--- src/shared/ltsc_pkg.sv ---
// package for the load current / temperature sense control block
// assumes a 250 MHz clock and an AXI4-Lite register slave with 32-bit data
package ltsc_pkg;
  // register byte offsets
  localparam logic [7:0] GEN_CFG_OFF   = 8'h00;  // general_config_reg
  localparam logic [7:0] OC_CFG_OFF    = 8'h04;  // overcurrent_config_reg
  localparam logic [7:0] RETRY0_OFF    = 8'h08;  // channel_retry_reg, channel 0
  localparam logic [7:0] RETRY1_OFF    = 8'h0C;  // channel_retry_reg, channel 1
  localparam logic [7:0] FAULT_OFF     = 8'h10;  // fault_flag_reg (read clears)
  localparam logic [7:0] STATUS_OFF    = 8'h14;  // sense status (read only)
  localparam logic [7:0] IRQ_STAT_OFF  = 8'h18;  // sticky events, write one clears
  localparam logic [7:0] IRQ_MASK_OFF  = 8'h1C;  // interrupt mask
  // general_config_reg fields
  localparam int SEL_BIT0_POS   = 1;   // sense_sel_bit0
  localparam int SEL_BIT1_POS   = 2;   // sense_sel_bit1
  localparam int TH_EN_POS      = 5;   // track-hold enable
  // overcurrent_config_reg field
  localparam int RATIO_POS      = 6;   // 1 selects low_current_ratio
  // channel_retry_reg field
  localparam int OFFSET_POL_POS = 8;   // offset_polarity_bit
  // fault_flag_reg field
  localparam int PREWARN_POS    = 8;   // temp_prewarning_flag
  // interrupt event bits
  localparam int EV_VALID_POS   = 0;   // sense became valid
  localparam int EV_HOLD_POS    = 1;   // value held at switch-off
  localparam int EV_WARN_POS    = 2;   // prewarning raised
  localparam logic [31:0] REG_RESET = 32'h0000_0000;  // all registers clear
  // settling time of the sense path before it reads valid
  localparam int SETTLE_NS      = 100;
  localparam int CLK_PERIOD_NS  = 4;
  localparam int SETTLE_CYC     = (SETTLE_NS + CLK_PERIOD_NS - 1) / CLK_PERIOD_NS;
  // source select encodings on {bit1, bit0}
  typedef enum logic [1:0] {
    LTSC_SRC_IDLE = 2'b00,
    LTSC_SRC_CH0  = 2'b01,
    LTSC_SRC_CH1  = 2'b10,
    LTSC_SRC_TEMP = 2'b11
  } ltsc_src_t;
  // sense state
  typedef enum logic [1:0] {
    LTSC_ST_IDLE   = 2'b00,
    LTSC_ST_SETTLE = 2'b01,
    LTSC_ST_VALID  = 2'b10,
    LTSC_ST_HOLD   = 2'b11
  } ltsc_state_t;
endpackage
--- src/design/ltsc_axil.sv ---
// AXI4-Lite slave front end: one write and one read in flight
// assumes a single clock; hands out one-cycle write/read strobes
`timescale 1ns/1ns
`default_nettype none
module ltsc_axil (
  input  wire logic        clk,           // block clock
  input  wire logic        reset_n,       // async reset, active low
  input  wire logic [7:0]  s_awaddr,      // write address
  input  wire logic        s_awvalid,     // write address valid
  output logic             s_awready,     // write address ready
  input  wire logic [31:0] s_wdata,       // write data
  input  wire logic [3:0]  s_wstrb,       // write byte enables
  input  wire logic        s_wvalid,      // write data valid
  output logic             s_wready,      // write data ready
  output logic [1:0]       s_bresp,       // write response
  output logic             s_bvalid,      // write response valid
  input  wire logic        s_bready,      // write response ready
  input  wire logic [7:0]  s_araddr,      // read address
  input  wire logic        s_arvalid,     // read address valid
  output logic             s_arready,     // read address ready
  output logic [31:0]      s_rdata,       // read data
  output logic [1:0]       s_rresp,       // read response
  output logic             s_rvalid,      // read data valid
  input  wire logic        s_rready,      // read data ready
  output logic             wr_stb,        // one-cycle write strobe
  output logic [7:0]       wr_addr,       // write byte address
  output logic [31:0]      wr_data,       // write data
  output logic [3:0]       wr_strb,       // write byte enables
  output logic             rd_stb,        // one-cycle read strobe
  output logic [7:0]       rd_addr,       // read address
  input  wire logic [31:0] rd_data,       // read data, same cycle
  input  wire logic        rd_hit,        // read address decodes
  input  wire logic        wr_hit         // write address decodes
);
  typedef struct packed {
    logic        aw_got;  // address held
    logic        w_got;   // data held
    logic [7:0]  awaddr;
    logic [31:0] wdata;
    logic [3:0]  wstrb;
    logic        bvalid;
    logic [1:0]  bresp;
    logic        rvalid;
    logic [31:0] rdata;
    logic [1:0]  rresp;
  } ltsc_axi_t;
  ltsc_axi_t st_reg, st_next;
  logic do_wr;  // both halves held, no response pending
  logic do_rd;  // read address taken

  assign s_awready = !st_reg.aw_got && !st_reg.bvalid;
  assign s_wready  = !st_reg.w_got && !st_reg.bvalid;
  assign s_arready = !st_reg.rvalid;
  assign do_wr     = st_reg.aw_got && st_reg.w_got;
  assign do_rd     = s_arvalid && s_arready;

  // capture halves in either order, answer once both are in
  always_comb begin
    st_next = st_reg;
    if (s_awvalid && s_awready) begin
      st_next.aw_got = 1'b1;
      st_next.awaddr = s_awaddr;
    end
    if (s_wvalid && s_wready) begin
      st_next.w_got = 1'b1;
      st_next.wdata = s_wdata;
      st_next.wstrb = s_wstrb;
    end
    if (do_wr) begin
      st_next.aw_got = 1'b0;
      st_next.w_got  = 1'b0;
      st_next.bvalid = 1'b1;
      st_next.bresp  = wr_hit ? 2'b00 : 2'b10;  // slverr on unmapped
    end else if (st_reg.bvalid && s_bready) begin
      st_next.bvalid = 1'b0;
    end
    if (do_rd) begin
      st_next.rvalid = 1'b1;
      st_next.rdata  = rd_hit ? rd_data : 32'h0000_0000;
      st_next.rresp  = rd_hit ? 2'b00 : 2'b10;
    end else if (st_reg.rvalid && s_rready) begin
      st_next.rvalid = 1'b0;
    end
  end

  // register stage
  always_ff @(posedge clk or negedge reset_n) begin
    if (!reset_n) begin
      st_reg <= '0;
    end else begin
      st_reg <= st_next;
    end
  end

  assign s_bvalid = st_reg.bvalid;
  assign s_bresp  = st_reg.bresp;
  assign s_rvalid = st_reg.rvalid;
  assign s_rdata  = st_reg.rdata;
  assign s_rresp  = st_reg.rresp;
  assign wr_stb   = do_wr;
  assign wr_addr  = st_reg.awaddr;
  assign wr_data  = st_reg.wdata;
  assign wr_strb  = st_reg.wstrb;
  assign rd_stb   = do_rd;
  assign rd_addr  = s_araddr;
endmodule
`default_nettype wire

--- src/design/ltsc_sync2.sv ---
// two flip-flop synchroniser for one pin level
// assumes the input is asynchronous to clk
`timescale 1ns/1ns
`default_nettype none
module ltsc_sync2 (
  input  wire logic clk,      // block clock
  input  wire logic reset_n,  // async reset, active low
  input  wire logic d,        // asynchronous level
  output logic      q         // synchronised level
);
  typedef struct packed {
    logic s1;  // first stage, read only by s2
    logic s2;  // second stage
  } ltsc_sync_t;
  ltsc_sync_t st_reg, st_next;

  // shift the level through both stages
  always_comb begin
    st_next    = st_reg;
    st_next.s1 = d;
    st_next.s2 = st_reg.s1;
  end

  // register stage
  always_ff @(posedge clk or negedge reset_n) begin
    if (!reset_n) begin
      st_reg <= '0;
    end else begin
      st_reg <= st_next;
    end
  end

  assign q = st_reg.s2;
endmodule
`default_nettype wire

--- src/design/ltsc_top.sv ---
// sense output control of a dual high-side switch: source select, sync pin,
// track-and-hold, sense ratio, offset polarity and temperature prewarning
// assumes channel on/off, overcurrent window and prewarning compare arrive as
// pins from the analog side; the microcontroller reads over AXI4-Lite
//
// Functional notes
// - two select bits route channel current or temperature
// - overcurrent window: sensing off, sync pin high
// - track-hold bit: 0 synchronous, 1 track-and-hold
// - synchronous: no channel current once off
// - sync low from settled until switch-off
// - track-hold: hold value at switch-off, sync high
// - source change discards held value, restarts tracking
// - ratio bit picks 1/1500 or 1/500, lowers thresholds
// - sensing needed only up to lower threshold
// - polarity bit D8: 1 positive, 0 negative
// - polarity change while off keeps held output
// - prewarning flag set above threshold, channel stays on; the flag is set only while normal_mode is high
// - flag clears on read once temperature below
`timescale 1ns/1ns
`default_nettype none
module ltsc_top
  import ltsc_pkg::*;
(
  input  wire logic        clk,               // 250 MHz block clock
  input  wire logic        reset_n,           // async reset, active low
  input  wire logic [7:0]  s_awaddr,          // AXI4-Lite write address
  input  wire logic        s_awvalid,         // write address valid
  output logic             s_awready,         // write address ready
  input  wire logic [31:0] s_wdata,           // write data
  input  wire logic [3:0]  s_wstrb,           // write byte enables
  input  wire logic        s_wvalid,          // write data valid
  output logic             s_wready,          // write data ready
  output logic [1:0]       s_bresp,           // write response
  output logic             s_bvalid,          // write response valid
  input  wire logic        s_bready,          // write response ready
  input  wire logic [7:0]  s_araddr,          // read address
  input  wire logic        s_arvalid,         // read address valid
  output logic             s_arready,         // read address ready
  output logic [31:0]      s_rdata,           // read data
  output logic [1:0]       s_rresp,           // read response
  output logic             s_rvalid,          // read data valid
  input  wire logic        s_rready,          // read data ready
  input  wire logic [1:0]  ch_on,             // channel switched on, per channel
  input  wire logic        oc_window,         // any overcurrent window active
  input  wire logic        temp_above_warn,   // temperature above prewarning_temp_threshold
  input  wire logic        normal_mode,       // device in normal mode
  output logic             sense_valid_inverted_pin,  // low while sense valid
  output logic [1:0]       sense_route,       // 0 idle, 1 ch0, 2 ch1, 3 temperature
  output logic             sense_track,       // sense path follows live value
  output logic             sense_hold,        // sense path presents held value
  output logic             low_current_ratio, // 1: 1/500 and lowered thresholds
  output logic             offset_positive,   // polarity applied to sense path
  output logic             irq                // level interrupt
);
  localparam logic [7:0] SETTLE_CNT = 8'(SETTLE_CYC);

  typedef struct packed {
    logic [31:0]  gen_cfg;    // general_config_reg
    logic [31:0]  oc_cfg;     // overcurrent_config_reg
    logic [31:0]  retry0;     // channel_retry_reg 0
    logic [31:0]  retry1;     // channel_retry_reg 1
    logic         prewarn;    // temp_prewarning_flag
    logic [2:0]   irq_stat;   // sticky events
    logic [2:0]   irq_mask;   // event mask
    ltsc_state_t  state;      // sense state
    ltsc_src_t    src;        // source latched for tracking
    logic [7:0]   cnt;        // settling counter
    logic         ch_was_on;  // routed channel state last cycle
    logic         pol;        // polarity in force
  } ltsc_top_t;
  ltsc_top_t st_reg, st_next;

  logic [1:0]  ch_on_s;   // synchronised channel states
  logic        oc_s;      // synchronised overcurrent window
  logic        warn_s;    // synchronised prewarning compare
  logic        normal_s;  // synchronised mode
  logic        wr_stb, rd_stb, rd_hit, wr_hit;
  logic [7:0]  wr_addr, rd_addr;
  logic [31:0] wr_data, rd_data;
  logic [3:0]  wr_strb;
  ltsc_src_t   sel;       // source requested by software
  logic        th_en;     // track-and-hold requested
  logic        routed_on; // channel of the latched source is on
  logic        cur_src;   // latched source is a channel
  logic        cfg_pol;   // polarity bit of the routed channel
  logic [2:0]  ev;        // events this cycle
  logic        fault_rd;  // fault register read

  // every analog-side pin passes two flip-flops first
  genvar gi;
  for (gi = 0; gi < 2; gi++) begin : g_ch
    ltsc_sync2 u_ch (.clk(clk), .reset_n(reset_n), .d(ch_on[gi]), .q(ch_on_s[gi]));
  end
  ltsc_sync2 u_oc (.clk(clk), .reset_n(reset_n), .d(oc_window), .q(oc_s));
  ltsc_sync2 u_tw (.clk(clk), .reset_n(reset_n), .d(temp_above_warn), .q(warn_s));
  ltsc_sync2 u_nm (.clk(clk), .reset_n(reset_n), .d(normal_mode), .q(normal_s));

  ltsc_axil u_bus (
    .clk(clk), .reset_n(reset_n),
    .s_awaddr(s_awaddr), .s_awvalid(s_awvalid), .s_awready(s_awready),
    .s_wdata(s_wdata), .s_wstrb(s_wstrb), .s_wvalid(s_wvalid), .s_wready(s_wready),
    .s_bresp(s_bresp), .s_bvalid(s_bvalid), .s_bready(s_bready),
    .s_araddr(s_araddr), .s_arvalid(s_arvalid), .s_arready(s_arready),
    .s_rdata(s_rdata), .s_rresp(s_rresp), .s_rvalid(s_rvalid), .s_rready(s_rready),
    .wr_stb(wr_stb), .wr_addr(wr_addr), .wr_data(wr_data), .wr_strb(wr_strb),
    .rd_stb(rd_stb), .rd_addr(rd_addr), .rd_data(rd_data), .rd_hit(rd_hit),
    .wr_hit(wr_hit)
  );

  // select bits as one source code
  assign sel       = ltsc_src_t'({st_reg.gen_cfg[SEL_BIT1_POS], st_reg.gen_cfg[SEL_BIT0_POS]});
  assign th_en     = st_reg.gen_cfg[TH_EN_POS];
  assign cur_src   = (st_reg.src == LTSC_SRC_CH0) || (st_reg.src == LTSC_SRC_CH1);
  assign routed_on = (st_reg.src == LTSC_SRC_CH1) ? ch_on_s[1] : ch_on_s[0];
  assign cfg_pol   = (st_reg.src == LTSC_SRC_CH1) ? st_reg.retry1[OFFSET_POL_POS]
                                                  : st_reg.retry0[OFFSET_POL_POS];
  assign fault_rd  = rd_stb && (rd_addr == FAULT_OFF);

  // register read mux; fault register shows the prewarning flag
  always_comb begin
    rd_hit  = 1'b1;
    rd_data = 32'h0000_0000;
    case (rd_addr)
      GEN_CFG_OFF:  rd_data = st_reg.gen_cfg;
      OC_CFG_OFF:   rd_data = st_reg.oc_cfg;
      RETRY0_OFF:   rd_data = st_reg.retry0;
      RETRY1_OFF:   rd_data = st_reg.retry1;
      FAULT_OFF:    rd_data[PREWARN_POS] = st_reg.prewarn;
      STATUS_OFF:   rd_data = {26'h0, st_reg.src, st_reg.state, st_reg.pol, sense_valid_inverted_pin};
      IRQ_STAT_OFF: rd_data = {29'h0, st_reg.irq_stat};
      IRQ_MASK_OFF: rd_data = {29'h0, st_reg.irq_mask};
      default:      rd_hit = 1'b0;  // unmapped: slverr, zero data
    endcase
  end

  assign wr_hit = (wr_addr <= IRQ_MASK_OFF) && (wr_addr[1:0] == 2'b00)
                  && (wr_addr != FAULT_OFF) && (wr_addr != STATUS_OFF);

  // byte-lane merge of a write into a register word
  function automatic logic [31:0] merge(input logic [31:0] old, input logic [31:0] nw,
                                        input logic [3:0] be);
    logic [31:0] r;
    r = old;
    for (int b = 0; b < 4; b++) begin
      if (be[b]) begin
        r[8*b +: 8] = nw[8*b +: 8];
      end
    end
    return r;
  endfunction

  // register writes, sense state machine, flags
  always_comb begin
    st_next = st_reg;
    ev      = 3'b000;
    st_next.ch_was_on = routed_on;
    if (wr_stb) begin
      case (wr_addr)
        GEN_CFG_OFF:  st_next.gen_cfg  = merge(st_reg.gen_cfg, wr_data, wr_strb);
        OC_CFG_OFF:   st_next.oc_cfg   = merge(st_reg.oc_cfg, wr_data, wr_strb);
        RETRY0_OFF:   st_next.retry0   = merge(st_reg.retry0, wr_data, wr_strb);
        RETRY1_OFF:   st_next.retry1   = merge(st_reg.retry1, wr_data, wr_strb);
        IRQ_MASK_OFF: st_next.irq_mask = wr_strb[0] ? wr_data[2:0] : st_reg.irq_mask;
        default:      st_next.gen_cfg  = st_reg.gen_cfg;  // status words are read only
      endcase
    end
    // sense state
    if (sel != st_reg.src) begin
      st_next.src   = sel;
      st_next.state = LTSC_ST_IDLE;  // held value discarded
      st_next.cnt   = 8'h00;
    end else if (oc_s || sel == LTSC_SRC_IDLE) begin
      st_next.state = LTSC_ST_IDLE;
      st_next.cnt   = 8'h00;
    end else begin
      case (st_reg.state)
        LTSC_ST_IDLE: begin
          // temperature is always available; a channel needs to be on
          if (!cur_src || routed_on) begin
            st_next.state = LTSC_ST_SETTLE;
            st_next.cnt   = 8'h00;
            st_next.pol   = cfg_pol;
          end
        end
        LTSC_ST_SETTLE: begin
          if (cur_src && !routed_on) begin
            st_next.state = LTSC_ST_IDLE;
          end else if (st_reg.cnt == SETTLE_CNT - 8'h01) begin
            st_next.state = LTSC_ST_VALID;
            ev[EV_VALID_POS] = 1'b1;
          end else begin
            st_next.cnt = st_reg.cnt + 8'h01;
          end
        end
        LTSC_ST_VALID: begin
          if (cur_src && !routed_on) begin
            if (th_en) begin
              st_next.state = LTSC_ST_HOLD;
              ev[EV_HOLD_POS] = 1'b1;
            end else begin
              st_next.state = LTSC_ST_IDLE;
            end
          end else begin
            st_next.pol = cfg_pol;  // polarity follows only while on
          end
        end
        LTSC_ST_HOLD: begin
          // held value stands until turn-on; a mode change to sync drops it
          if (!th_en) begin
            st_next.state = LTSC_ST_IDLE;
          end else if (routed_on) begin
            st_next.state = LTSC_ST_SETTLE;
            st_next.cnt   = 8'h00;
            st_next.pol   = cfg_pol;
          end
        end
        default: st_next.state = LTSC_ST_IDLE;
      endcase
    end
    // prewarning: set wins over a read that would clear it
    if (normal_s && warn_s) begin
      st_next.prewarn = 1'b1;
      ev[EV_WARN_POS] = !st_reg.prewarn;
    end else if (fault_rd && !warn_s) begin
      st_next.prewarn = 1'b0;
    end
    // sticky events, write one clears, set wins
    st_next.irq_stat = st_reg.irq_stat;
    if (wr_stb && wr_addr == IRQ_STAT_OFF && wr_strb[0]) begin
      st_next.irq_stat = st_reg.irq_stat & ~wr_data[2:0];
    end
    st_next.irq_stat = st_next.irq_stat | ev;
  end

  // register stage
  always_ff @(posedge clk or negedge reset_n) begin
    if (!reset_n) begin
      st_reg          <= '0;
      st_reg.gen_cfg  <= REG_RESET;
      st_reg.oc_cfg   <= REG_RESET;
      st_reg.retry0   <= REG_RESET;
      st_reg.retry1   <= REG_RESET;
      st_reg.state    <= LTSC_ST_IDLE;
      st_reg.src      <= LTSC_SRC_IDLE;
    end else begin
      st_reg <= st_next;
    end
  end

  // outputs, all from flip-flops
  assign sense_valid_inverted_pin = !(st_reg.state == LTSC_ST_VALID);
  assign sense_route       = st_reg.src;
  assign sense_track       = (st_reg.state == LTSC_ST_SETTLE) || (st_reg.state == LTSC_ST_VALID);
  assign sense_hold        = (st_reg.state == LTSC_ST_HOLD);
  assign low_current_ratio = st_reg.oc_cfg[RATIO_POS];
  assign offset_positive   = st_reg.pol;
  assign irq               = |(st_reg.irq_stat & st_reg.irq_mask);

  // checks
  a_oc_sync_high: assert property (@(posedge clk) disable iff (!reset_n)
    oc_s |=> sense_valid_inverted_pin) else $error("sync low during overcurrent window");
  a_oc_no_track: assert property (@(posedge clk) disable iff (!reset_n)
    oc_s && sel == st_reg.src |=> !sense_track && !sense_hold) else $error("sensing during window");
  a_sync_off: assert property (@(posedge clk) disable iff (!reset_n)
    !th_en && cur_src && !routed_on && sel == st_reg.src |=> !sense_track) else $error("sync mode tracks off channel");
  a_valid_settle: assert property (@(posedge clk) disable iff (!reset_n)
    $fell(sense_valid_inverted_pin) |-> $past(st_reg.state) == LTSC_ST_SETTLE) else $error("valid without settling");
  a_hold_entry: assert property (@(posedge clk) disable iff (!reset_n)
    st_reg.state == LTSC_ST_VALID && th_en && cur_src && !routed_on && sel == st_reg.src && !oc_s
    |=> sense_hold && sense_valid_inverted_pin) else $error("no hold at switch-off");
  a_src_discard: assert property (@(posedge clk) disable iff (!reset_n)
    sel != st_reg.src |=> !sense_hold ##0 sense_route == $past(sel)) else $error("held value survived source change");
  a_pol_held: assert property (@(posedge clk) disable iff (!reset_n)
    sense_hold && $past(sense_hold) |-> $stable(offset_positive)) else $error("polarity moved while held");
  a_warn_set: assert property (@(posedge clk) disable iff (!reset_n)
    normal_s && warn_s |=> st_reg.prewarn) else $error("prewarning not set");
  a_warn_keep: assert property (@(posedge clk) disable iff (!reset_n)
    st_reg.prewarn && !fault_rd |=> st_reg.prewarn) else $error("prewarning cleared without read");
  a_idle_sel: assert property (@(posedge clk) disable iff (!reset_n)
    sel == LTSC_SRC_IDLE [*2] |-> sense_valid_inverted_pin && !sense_track) else $error("idle select not idle");

  c_valid:  cover property (@(posedge clk) disable iff (!reset_n) $fell(sense_valid_inverted_pin));
  c_hold:   cover property (@(posedge clk) disable iff (!reset_n) $rose(sense_hold));
  c_warn:   cover property (@(posedge clk) disable iff (!reset_n) $fell(st_reg.prewarn));
  c_switch: cover property (@(posedge clk) disable iff (!reset_n) sense_hold ##1 sel != st_reg.src);
endmodule
`default_nettype wire

--- config.mk ---
export PLATFORM = sky130hd
export DESIGN_NAME = ltsc_top
export DESIGN_NICKNAME = d
export VERILOG_FILES = /design/src/shared/ltsc_pkg.sv /design/src/design/ltsc_axil.sv /design/src/design/ltsc_sync2.sv /design/src/design/ltsc_top.sv
export SDC_FILE = /design/constraint.sdc
export NUM_CORES = 1
export LEC_CHECK = 0
export ABC_AREA = 1
export BUFFER_PORTS_ARGS = -buffer_cell sky130_fd_sc_hd__buf_4
export CORE_MARGIN = 5
export CORE_UTILIZATION = 59
export DETAILED_ROUTE_END_ITERATION = 7
export GPL_ROUTABILITY_DRIVEN = 0
export HOLD_SLACK_MARGIN = 0.08
export PLACE_DENSITY = 0.89
export SLEW_MARGIN = 30
export SYNTH_ARGS = -nofsm -noshare
export SYNTH_HDL_FRONTEND = slang
export SYNTH_SLANG_ARGS = --single-unit
--- constraint.sdc ---
create_clock -name clk -period 2.35 [get_ports clk]
set_clock_uncertainty 0.1 [all_clocks]
set_input_delay 0.1175 -clock clk [delete_from_list [all_inputs] [get_ports clk]]
set_output_delay 0.1175 -clock clk [all_outputs]
set_load 0.02 [all_outputs]
==> results_dict.tcl <==
set metrics [dict create \
    grt_max_degree 72 \
    fin_area_um2 13100 \
    clk_pin_slew_ps 60 \
    grt_pass1_wl_um 48100 \
    drtPass1Iterations 6 \
    ff2ff_setup_slack_ps 250 \
    pin_count 113 \
    cp-end-kind "flop" \
    core_um2 18000 \
    clockBufferDepth 3 \
    yosysTopAreaCellShare 0.559 \
    fillers 1161 \
    crit_path_start "u_bus.wr_addr[7]" \
    overflow 0 \
    required_ps 2670 \
    largest_reg_flops 142 \
    viasPerCell 5.82 \
    die_h_um 145 \
    port-buffer-count 110 \
    finalSetupTns_ps 0 \
    setup_viol 0 \
    tritoncts "done" \
    multi_input_area_um2 3850 \
    ir_worst_vdd_mv 0.638 \
    synth-async-reset-ratio 1.00 \
    crit_arrival_ps 2420 \
    cts_inserted_buffers 25 \
    fin_crit_sh 0.892 \
    drt_wl_total_um 29000 \
    period_needed_ps 2100 \
    hold_violations 0 \
    synthFlopType "dfrtp_1" \
    synth_seq_cells 240 \
    synthTopCellsByArea "dfrtp_1, nand2_1, nand3_1, o21ai_0, inv_1" \
    yosys_warnings 0 \
    p_leak_nw 6.54 \
    placedInstanceArea_um2 11500 \
    criticalPathCategory "flop to flop" \
    dieArea_um2 21000 \
    post-synth-top-area-cell "dfrtp_1" \
    startpoint_type "flop" \
    synth_area_um2 10700 \
    dp_hpwl_um 16900 \
    ys_types 28 \
    diodes 0 \
    avgSynthCellArea_um2 8.52 \
    postSynthCellCount 1261 \
    synth-seq-area-share 0.559 \
    yosysMostFrequentCell "nand2_1" \
    rsz0062_at_grt "no" \
    drt_iter0_drc 1037 \
    avgRoutedWirePerCell_um 17.7 \
    regArea_um2 6010 \
    synth_edf_count 0 \
    antenna_left 0 \
    drcViolationCount 0 \
    start_util 0.598 \
    vias 9564 \
    hold_path_class "input pin to flop" \
    clkSinkCount 240 \
    slew_violations 0 \
    reg2reg_to "st_reg[109]" \
    r2r_start "u_bus.wr_addr[7]" \
    row_count 49 \
    status "complete, no violations" \
    slew_headroom 0.562 \
    tightest_slew_ps 655 \
    r2r_cells 5 \
    grt_pass1_vias 9564 \
    holdPathStages 4 \
    cts_root_buffer "clkbuf_16" \
    die_x_um 145 \
    grt_usage 0.272 \
    setup.worst_path.end "st_reg[109]" \
    htreeDepth 1 \
    nNetsFinal 1468 \
    max_cap_violations 0 \
    p_per_area_nw_per_um2 831 \
    worstPathMaxFanout 16 \
    antenna_found_initial 0 \
    fmax_mhz 477 \
    area_growth_pct 21.7 \
    synthTopCellsByCount "nand2_1, dfrtp_1, nand3_1, o21ai_0" \
    clock_latency_ps 520 \
    finish.utilization 0.728 \
    drive_gt1_frac 0.134 \
]
## critical path, stage by stage (launching register included)
cell and delay [ps]:
dfrtp_1 380, nor2_1 150, nand3_1 240, nor2_4 240, nand3_1 500, o21ai_0 380
## cell usage in the layout, fill, tap and decap left out, types with 7 or more instances in the layout
| cell | n |
|---|---|
| buf_4 | 127 |
| clkbuf_8 | 7 |
| dfrtp_1 | 240 |
| nor2_1 | 77 |
| a21oi_1 | 45 |
| clkbuf_16 | 25 |
| nand2_1 | 354 |
| nand4_1 | 36 |
| o21ai_1 | 7 |
| nand3_1 | 146 |
| nor3_1 | 7 |
| o21ai_0 | 136 |
| dlygate4sd3_1 | 71 |
| nor2_2 | 8 |
| ha_1 | 9 |
| inv_1 | 81 |
## worst min-delay path by stage
stage	from	endpoint	slack (ps)
global placement	reset_n	u_bus.st_reg[82]	-20
global route	s_arvalid	u_bus.s_rvalid	120
finish	s_arvalid	u_bus.s_rvalid	90
floorplan	reset_n	g_ch[0].u_ch.q	-280
CTS	s_araddr[4]	st_reg[20]	80
detailed placement	reset_n	u_bus.st_reg[82]	-20
## routing by layer
layer	part of all wire	global-route usage
met5	0	0
met4	0.038	0.111
met3	0.073	0.0480
met2	0.50	0.454
met1	0.39	0.354
## stage by stage
stage	cells	power (mW)	hold slack, ps	worst slack [ps]
5_1_grt	1642	11.3	120	68.8
3_5_place_dp	1526	6.47	-23.3	296
4_1_cts	1642	10.8	82.9	240
3_3_place_gp	1526	6.39	-24.0	407
6_report	1642	10.9	91.2	253
2_1_floorplan	1262	5.82	-278	588
## area by class of cell
cell class              instances  area share
clock buffers                  36      0.0563
multi-input cells             843       0.294
flip-flops and latches        240       0.459
inverters                      83      0.0238
repair buffers                202       0.133
clock inverters                 9      0.0114
well taps                     229      0.0219
## report_power, final
| group | switching, mW | internal (mW) | leakage, nW |
|---|---|---|---|
| clock network | 1.62 | 2.61 | 0.440 |
| logic | 1.26 | 0.555 | 2.93 |
| registers | 0.214 | 4.62 | 3.17 |
## logic make-up (layout without fill, tap and decap cells)
kind of cell	after synthesis	in the layout	share of synthesized area
XOR/XNOR	2	2	0.00163
adder cells (fa/ha/maj)	9	9	0.0105
AND/OR/NAND/NOR	636	636	0.252
AO/OA/AOI/OAI	192	192	0.0902
multiplexers	2	2	0.00210
buffers and inverters	179	330	0.0843
flip-flops	240	240	0.559
other	1	2	0.000349
## timing repair
item	in CTS	in global routing
endpoints found under the hold margin	294	0
endpoints found under the setup margin	0	1
gates resized for setup	0	1
setup buffers	0	0
hold buffers	71	0
Note: power is estimated with default switching activity, not from simulation.
